[src/rtl/sls_map.svh]
// register offsets, field positions and reset values of the lane status bank
// assumes inclusion by bare name from design files
`ifndef SLS_MAP_SVH
`define SLS_MAP_SVH
`define SLS_LINK_PAGE_IDX   12'h300
`define SLS_FRAME_IDX       12'h471
`define SLS_SUM_IDX         12'h472
`define SLS_IRQ_STAT_IDX    12'h474
`define SLS_IRQ_MASK_IDX    12'h475
`define SLS_STATUS_RST      8'h00
`define SLS_PAGE_RST        1'b0
`define SLS_PAGE_BIT        0
`define SLS_IRQ_FRAME_LOST  0
`define SLS_IRQ_SUM_BAD     1
`define SLS_IRQ_RST         2'h0
`endif

[src/rtl/sls_pkg.sv]
// types shared by the lane status bank
// assumes sls_map.svh holds all numeric constants
package sls_pkg;
  typedef logic [7:0] sls_lane_t;
  typedef enum logic [1:0] {
    SLS_IDLE = 2'b00,
    SLS_DONE = 2'b01
  } sls_bus_e;
endpackage

[src/rtl/sls_status_if.sv]
// carries per-link lane status from the tracker to the register bank
// assumes one clock domain
`timescale 1ns/100ps
interface sls_status_if;
  sls_pkg::sls_lane_t frame_r [2];
  sls_pkg::sls_lane_t sum_r [2];
  logic [1:0]         frame_lost;
  logic [1:0]         sum_bad;
  modport src (output frame_r, output sum_r, output frame_lost, output sum_bad);
  modport dst (input frame_r, input sum_r, input frame_lost, input sum_bad);
endinterface

[src/rtl/sls_lane_track.sv]
// registers live lane status for each link and flags losses
// assumes lane inputs synchronous to ref_clk
`timescale 1ns/100ps
`include "sls_map.svh"
module sls_lane_track #(
  parameter int LINKS = 2
) (
  // clock and reset
  input wire logic       ref_clk,
  input wire logic       reset,
  input wire logic       clk_en,
  // live lane state per link
  input wire logic [7:0] frame_align_in [LINKS],
  input wire logic [7:0] sum_ok_in [LINKS],
  // to register bank
  sls_status_if.src      st
);
  for (genvar k = 0; k < LINKS; k++) begin : g_link
    // any bit falling is an event for the interrupt logic
    assign st.frame_lost[k] = clk_en && |(st.frame_r[k] & ~frame_align_in[k]);
    assign st.sum_bad[k]    = clk_en && |(st.sum_r[k] & ~sum_ok_in[k]);
    always_ff @(posedge ref_clk or posedge reset) begin
      if (reset) begin
        st.frame_r[k] <= `SLS_STATUS_RST;
        st.sum_r[k]   <= `SLS_STATUS_RST;
      end else if (clk_en) begin
        st.frame_r[k] <= frame_align_in[k];
        st.sum_r[k]   <= sum_ok_in[k];
      end
    end
  end
endmodule

[src/rtl/sls_regs.sv]
// How it works
// frame sync per lane, bit n lane n
// frame bits read-only, reset to zero
// link page selects which link shows
// checksum-good per lane, bit 7 lane 7
// lanes 6 and 5 at bits 6, 5
// lanes 4 to 0 at bits 4..0
// bits follow live lane state, no clear
// file: Avalon-MM slave for lane status, paging and interrupt
// assumes register index = byte address / 4, inputs synchronous to ref_clk
`timescale 1ns/100ps
`include "sls_map.svh"
module sls_regs #(
  parameter int LINKS = 2
) (
  // clock and reset
  input  wire logic        ref_clk,
  input  wire logic        reset,
  input  wire logic        clk_en,
  // lane receivers
  input  wire logic [7:0]  frame_align_in [LINKS],
  input  wire logic [7:0]  sum_ok_in [LINKS],
  // avalon-mm slave
  input  wire logic [13:0] address,
  input  wire logic        read,
  input  wire logic        write,
  input  wire logic [31:0] writedata,
  input  wire logic [3:0]  byteenable,
  output logic [31:0]      readdata,
  output logic [1:0]       response,
  output logic             waitrequest,
  // interrupt
  output logic             irq
);
  sls_status_if st ();
  sls_pkg::sls_bus_e state_r;
  logic              page_r;
  logic [1:0]        irq_stat_r;
  logic [1:0]        irq_mask_r;
  logic [11:0]       idx;
  logic              acc;
  logic              hit_page, hit_frame, hit_sum, hit_stat, hit_mask, hit_any;
  logic [7:0]        rd_byte;
  logic [1:0]        ev;
  logic              wr_ok;

  sls_lane_track #(.LINKS(LINKS)) u_track (
    .ref_clk        (ref_clk),
    .reset          (reset),
    .clk_en         (clk_en),
    .frame_align_in (frame_align_in),
    .sum_ok_in      (sum_ok_in),
    .st             (st)
  );

  // one wait cycle, answer on the second edge of the request
  assign acc         = (read || write) && state_r == sls_pkg::SLS_IDLE && clk_en;
  assign waitrequest = (read || write) && state_r != sls_pkg::SLS_DONE;
  assign idx         = address[13:2];
  assign hit_page    = idx == `SLS_LINK_PAGE_IDX;
  assign hit_frame   = idx == `SLS_FRAME_IDX;
  assign hit_sum     = idx == `SLS_SUM_IDX;
  assign hit_stat    = idx == `SLS_IRQ_STAT_IDX;
  assign hit_mask    = idx == `SLS_IRQ_MASK_IDX;
  assign hit_any     = hit_page || hit_frame || hit_sum || hit_stat || hit_mask;
  assign wr_ok       = acc && write && byteenable[0];

  // paged view of live status
  assign rd_byte = hit_frame ? st.frame_r[page_r]
                 : hit_sum   ? st.sum_r[page_r]
                 : hit_page  ? {7'h00, page_r}
                 : hit_stat  ? {6'h00, irq_stat_r}
                 : hit_mask  ? {6'h00, irq_mask_r}
                 : 8'h00;

  // events from either link set the sticky bits
  assign ev[`SLS_IRQ_FRAME_LOST] = |st.frame_lost;
  assign ev[`SLS_IRQ_SUM_BAD]    = |st.sum_bad;
  assign irq = |(irq_stat_r & irq_mask_r);

  always_ff @(posedge ref_clk or posedge reset) begin
    if (reset) begin
      state_r  <= sls_pkg::SLS_IDLE;
      readdata <= 32'h0000_0000;
      response <= 2'h0;
    end else if (clk_en) begin
      case (state_r)
        sls_pkg::SLS_IDLE: begin
          if (acc) begin
            state_r  <= sls_pkg::SLS_DONE;
            readdata <= {24'h00_0000, rd_byte};
            response <= hit_any ? 2'h0 : 2'h2; // slave error when unmapped
          end
        end
        default: begin
          state_r <= sls_pkg::SLS_IDLE;
        end
      endcase
    end
  end

  // status registers ignore writes; only page, mask and clear are writable
  always_ff @(posedge ref_clk or posedge reset) begin
    if (reset) begin
      page_r     <= `SLS_PAGE_RST;
      irq_mask_r <= `SLS_IRQ_RST;
      irq_stat_r <= `SLS_IRQ_RST;
    end else if (clk_en) begin
      if (wr_ok && hit_page) begin
        page_r <= writedata[`SLS_PAGE_BIT] & (LINKS > 1);
      end
      if (wr_ok && hit_mask) begin
        irq_mask_r <= writedata[1:0];
      end
      // a set in the clear cycle wins
      irq_stat_r <= (irq_stat_r & ~((wr_ok && hit_stat) ? writedata[1:0] : 2'h0)) | ev;
    end
  end
endmodule

[config.mk]
export PLATFORM = sky130hd
export DESIGN_NAME = sls_regs
export DESIGN_NICKNAME = d
export VERILOG_FILES = /design/src/rtl/sls_pkg.sv /design/src/rtl/sls_status_if.sv /design/src/rtl/sls_lane_track.sv /design/src/rtl/sls_regs.sv
export VERILOG_INCLUDE_DIRS = /design/src /design/src/rtl
export SDC_FILE = /design/constraint.sdc
export NUM_CORES = 1
export LEC_CHECK = 0
export BUFFER_PORTS_ARGS = -buffer_cell sky130_fd_sc_hd__buf_4
export CAP_MARGIN = 10
export CORE_AREA = 2 2 116 73
export CTS_CLUSTER_SIZE = 40
export DETAILED_ROUTE_END_ITERATION = 10
export DIE_AREA = 0 0 118 75
export PLACE_DENSITY = 0.72
export SYNTH_ARGS = -nofsm -noshare
export SYNTH_HDL_FRONTEND = slang
export SYNTH_SLANG_ARGS = --single-unit
[constraint.sdc]
create_clock -name ref_clk -period 1.7 [get_ports ref_clk]
set_input_delay 0.085 -clock ref_clk [delete_from_list [all_inputs] [get_ports ref_clk]]
set_output_delay 0.085 -clock ref_clk [all_outputs]
set_load 0.01 [all_outputs]
**After elaboration in Yosys (flattened, before gate mapping)**

Index checks and enable logic that the tools add are counted.

- Bits of input ports: 87
- Register bits: 49
- Output and inout bits: 36
- Word-level logic and storage cells: 75

- Reductions and logical operators: 29
- Multiplexer cells: 15
- Eq/ne operators: 7
- Order comparisons: 1
- Bitwise operators: 13

Operators with widths:

| operator | count |
|---|---|
| two-way mux 8 bit | 8 |
| == test 12 x 11 -> 1 bit (second input constant) | 4 |
| bitwise AND 8 bit | 4 |
| inverter 8 bit | 4 |
| OR reduction 8 bit | 4 |
| two-way mux 2 bit | 7 |
| == test 12 x 10 -> 1 bit (second input constant) | 1 |
| logical AND 1 bit | 12 |
| AND reduction 2 bit | 3 |
| OR reduction 2 bit | 3 |
| logical OR 1 bit | 5 |
| bitwise AND 2 bit | 2 |
| AND reduction 3 bit | 1 |
| >= comparator 2 bit (second input constant) | 1 |
| logical NOT 2 bit | 1 |
| != test 2 x 1 -> 1 bit (second input constant) | 1 |
| != test 2 bit (second input constant) | 1 |
| inverter 1 -> 2 bit | 1 |
| inverter 2 bit | 1 |
| OR 2 bit | 1 |

**Logic depth before layout (Yosys ltp)**

- Depth after elaboration: 10
- Mapped depth: 6
- Gate-level depth less buffers: 4

**Hierarchy**

A second synthesis with hierarchy kept.

- Cells, all modules: 297
- Area total of the unflattened synthesis: 2642.5 um^2

By module, submodules not included:

| module | area an instance (um^2) | cells each | sequential area each (um^2) | instances |
|---|---|---|---|---|
| sls_lane_track | 1393.8 | 156 | 800.8 | 1 |
| sls_regs | 1248.7 | 141 | 375.4 | 1 |

**Worst setup path after synthesis**

OpenSTA, ideal clock, no wires.

- Kind: input-to-reg
- Start point: input port address[2]
- End point: register readdata[0]
- Data required time: 1.574 ns
- Slack: 0.236 ns
- Data arrival time: 1.338 ns
- Setup time: 0.126 ns
- Path buffers: 2
- Stages: 6
- Cell sequence: buf_6 or4b_4 buf_6 o21ai_2 a21oi_1 a221o_1

- Cells in the longest elaborated chain, start to end: 6
- Elaborated cells between the ends (all ways): 10
- Classes of those cells: 5 x eq/ne; 5 x mux

RTL lines:

| what | line | RTL |
|---|---|---|
| start: declaration | sls_regs.sv:24 | `input wire logic [13:0] address,` |
| == test 12 x 11 -> 1 bit (no source line) | n/a |  |
| two-way mux 2 bit | sls_regs.sv:73 | `: hit_mask ? {6'h00, irq_mask_r}` |
| two-way mux 2 bit | sls_regs.sv:72 | `: hit_stat ? {6'h00, irq_stat_r}` |
| two-way mux 2 bit | sls_regs.sv:71 | `: hit_page ? {7'h00, page_r}` |
| two-way mux 8 bit | sls_regs.sv:70 | `: hit_sum ? st.sum_r[page_r]` |
| two-way mux 8 bit (*) | sls_regs.sv:69 | `assign rd_byte = hit_frame ? st.frame_r[page_r]` |
| end signal: assignment | sls_regs.sv:91 | `readdata <= {24'h00_0000, rd_byte};` |
| end: declaration | sls_regs.sv:29 | `output logic [31:0] readdata,` |

Every way passes the cells marked *; elsewhere a longest branch is shown, timed or not.
A chain may end at the register's enable or synchronous reset.

**Final worst setup path**

- Start point: register u_track.st.sum_r[15]
- End point: register irq_stat_r[1]

- Cells in the longest elaborated chain, start to end: 5

RTL lines:

| what | line | RTL |
|---|---|---|
| start: declaration | sls_status_if.sv:9 | `modport src (output frame_r, output sum_r, output frame_lost, output sum_bad);` |
| start signal: indexed assignment | sls_lane_track.sv:25 | `` st.sum_r[k] <= `SLS_STATUS_RST; `` |
| start signal: indexed assignment | sls_lane_track.sv:28 | `st.sum_r[k] <= sum_ok_in[k];` |
| bitwise AND 8 bit | sls_lane_track.sv:21 | `assign st.sum_bad[k] = clk_en && \|(st.sum_r[k] & ~sum_ok_in[k]);` |
| OR reduction 8 bit | sls_lane_track.sv:21 |  |
| logical AND 1 bit | sls_lane_track.sv:21 |  |
| OR reduction 2 bit | sls_regs.sv:78 | `` assign ev[`SLS_IRQ_SUM_BAD] = \|st.sum_bad; `` |
| OR 2 bit | sls_regs.sv:116 | `irq_stat_r <= (irq_stat_r & ~((wr_ok && hit_stat) ? writedata[1:0] : 2'h0)) \| ev;` |
| end signal: assignment | sls_regs.sv:107 | `` irq_stat_r <= `SLS_IRQ_RST; `` |
| end signal: assignment | sls_regs.sv:116 |  |
| end: declaration | sls_regs.sv:38 | `logic [1:0] irq_stat_r;` |

No other way between the ends.

==> impl_metrics.env <==
export IMPL_core_area_um2=7726
export IMPL_gp_congestion=0.8152
export IMPL_clk_latency_ns=0.29
export IMPL_critPathCaptureType="register"
export IMPL_cts_buffers=5
export IMPL_stdcell_count=421
export IMPL_required_ns=1.87
export IMPL_die_width_um=118
export IMPL_cts_setup_buffers=0
export IMPL_arrival_ns=1.80
export IMPL_path_clk_slew_ns=0.07
export IMPL_vias=1994
export IMPL_grt_pass1_vias=1976
export IMPL_fmax_ghz=0.6160
export IMPL_placed_area_um2=3269
export IMPL_clk_path_buf_depth=2
export IMPL_finalMaxSlewViolations=0
export IMPL_clock_skew_ns=0.008212
export IMPL_reg2reg_from="u_track.st.sum_r[15]"
export IMPL_postSynthCellCount=234
export IMPL_cp_max_fo=2
export IMPL_cts_root_buffer="clkbuf_16"
export IMPL_max_slew_margin_pct=46.65
export IMPL_h_tree_depth=2
export IMPL_final_cell_mix="buf_4 (81), dfrtp_1 (47), mux2_2 (32)"
export IMPL_path_class="reg -> reg"
export IMPL_portBuffers=62
export IMPL_peakVddDrop_mv=0.3807
export IMPL_seq_area_um2=1176
export IMPL_ys_types=42
export IMPL_setup_viol=0
export IMPL_routed_via_density=4.736
export IMPL_start_util_pct=34.53
export IMPL_multiInputGateArea_um2=1292
export IMPL_drc=0
export IMPL_rows=25
export IMPL_total_power_w=0.002912
export IMPL_worst_hold_slack_ns=0.02970
export IMPL_post_synth_top_area_cell="dfrtp_1"
export IMPL_layout_drive_gt1_share_pct=40.26
export IMPL_power_density_nw_per_um2=840.5
export IMPL_post_dp_hpwl_um=5037
export IMPL_drt_total_wl_um=6361
export IMPL_hold_viol_final=0
export IMPL_crit_start="u_track.st.sum_r[15]"
export IMPL_fin_setup_tns_ns=0
export IMPL_hp_class="in -> reg"
export IMPL_layout_commonest_cell="buf_4"
export IMPL_fin_nets=399
export IMPL_avgSynthCellArea_um2=11.40
export IMPL_fill_cells=740
export IMPL_async_reset_ff_share_pct=100.0
export IMPL_grt_ovfl_total=0
export IMPL_synth_top_area_share_pct=44.09
export IMPL_ys_flop_type="dfrtp_1"
export IMPL_ys_seq_area_share_pct=44.09
export IMPL_tightest_slew_ns=0.7953
export IMPL_place_inst=412
export IMPL_worstSetupStartpointType="register"
export IMPL_cts_tree="done"
export IMPL_die_area_um2=8850
export IMPL_grt_start_max_net_pins=24
export IMPL_drt_antenna_violating_nets=0
export IMPL_die_h_um=75
export IMPL_post_drt_wl_per_cell_um=15.11
export IMPL_dr_pass1_iters=4
export IMPL_grt_use_total_pct=15.43
export IMPL_num_io_pins=123
export IMPL_synth_seq_cells=47
export IMPL_finalCriticalPeriod_ns=1.623
export IMPL_grt_pass1_wl_um=10290
export IMPL_synth_edff_count=0
export IMPL_antenna_found_initial=0
export IMPL_cts_sinks=47
export IMPL_rsz0062_at_grt="false"
export IMPL_area_delta_synth_final_pct=29.88
export IMPL_fin_crit_sh_pct=95.50
export IMPL_netlist_area_um2=2668
export IMPL_leakage_nw=1.588
export IMPL_drv_cap=0
export IMPL_ys_warn_count=0
export IMPL_rrSetupSlack_ns=0.08
export IMPL_status="finished, final reports clean"
export IMPL_r2r_worst_path_cells=5
export IMPL_postLayoutCellArea_um2=3465
export IMPL_synth_area_leaders="dfrtp_1 (44%), mux2_2 (14%), buf_4 (7.3%), nor2b_1 (5.9%), mux2i_1 (5.6%)"
export IMPL_worstSetupEndpoint="irq_stat_r[1]"
export IMPL_diodes=0
export IMPL_drt_iter0_drc=83
export IMPL_rr_endpoint="irq_stat_r[1]"
[cell usage after synthesis (2+ instances only)]
library cell	count
dfrtp_1	47
mux2_2	32
buf_4	26
nor2b_1	25
mux2i_1	15
inv_1	12
a22o_1	10
a2111oi_0	8
o22ai_1	6
clkbuf_1	4
mux2_1	4
nor2_1	4
buf_2	3
nand4_1	3
a21oi_1	2
and3_1	2
and4_1	2
buf_6	2
nand4b_1	2
nor4_1	2
nor4bb_1	2
[worst max-delay path, cell delays in order, from the launching register on]
cell	delay [ns]
dfrtp_1	0.38
nor2b_1	0.13
a2111oi_0	0.43
buf_4	0.20
nand4_1	0.11
a22o_1	0.27
[sequential cells by signal, summed over array words and instances, names as in the netlist]
register            flops
irq_mask_r              2
irq_stat_r              2
page_r                  1
readdata                8
response                1
state_r                 1
u_track.st.frame_r     16
u_track.st.sum_r       16
[metrics by stage]
stage,utilization [%],setup slack (ns)
2_1_floorplan,-,0.2362
3_3_place_gp,42.32,-0.03107
3_5_place_dp,42.32,-0.03241
4_1_cts,44.76,0.02221
5_1_grt,44.84,0.01530
6_report,44.84,0.07653
[per-layer routing]
metal	up-vias	global-route usage [%]	part of all wire, %
li1	954	-	-
met1	960	22.50	51
met2	71	21.32	41
met3	9	5.606	7.1
met4	0	4.552	1.2
met5	-	0	0
[report_power, final]
part,internal (W),switching (W)
logic,0.000269,0.000212
clock network,0.000739,0.000429
registers,0.00120,0.0000581
[timing repair]
item                                    in CTS  in global routing
endpoints found under the setup margin       1                  1
gates resized for setup                      1                  2
hold buffers                                 1                  0
hold endpoints to repair                    20                  0
[logic make-up after synthesis]
| family | count (synthesis) | synth area share [%] |
|---|---|---|
| other cells | 1 | 0.1406 |
| compound gates | 36 | 10.93 |
| flops | 47 | 44.09 |
| xor+xnor | 1 | 0.3284 |
| mux | 51 | 20.83 |
| simple gates | 50 | 12.57 |
| buf+inv | 48 | 11.12 |
[how the worst min path moves through the flow]
stage	endpoint	startpoint	slack, ns	depth (start not counted)
finish	u_track.st.frame_r[11]	frame_align_in[11]	0.03	2
global route	u_track.st.frame_r[11]	frame_align_in[11]	0.03	2
CTS	u_track.st.frame_r[11]	frame_align_in[11]	0.03	2
detailed placement	u_track.st.frame_r[12]	reset	0.18	2
global placement	u_track.st.frame_r[8]	reset	0.16	2
floorplan	page_r	writedata[0]	0.22	1
[cell type report]
| cell class | instances | share of cell area (%) |
|---|---|---|
| clock buffers | 6 | 4.009 |
| clock inverters | 2 | 1.120 |
| inverters | 12 | 1.300 |
| multi-input cells | 163 | 37.31 |
| flip-flops and latches | 47 | 33.95 |
| well taps | 108 | 3.900 |
| repair buffers | 83 | 18.42 |
(Power assumes the default switching activity.)
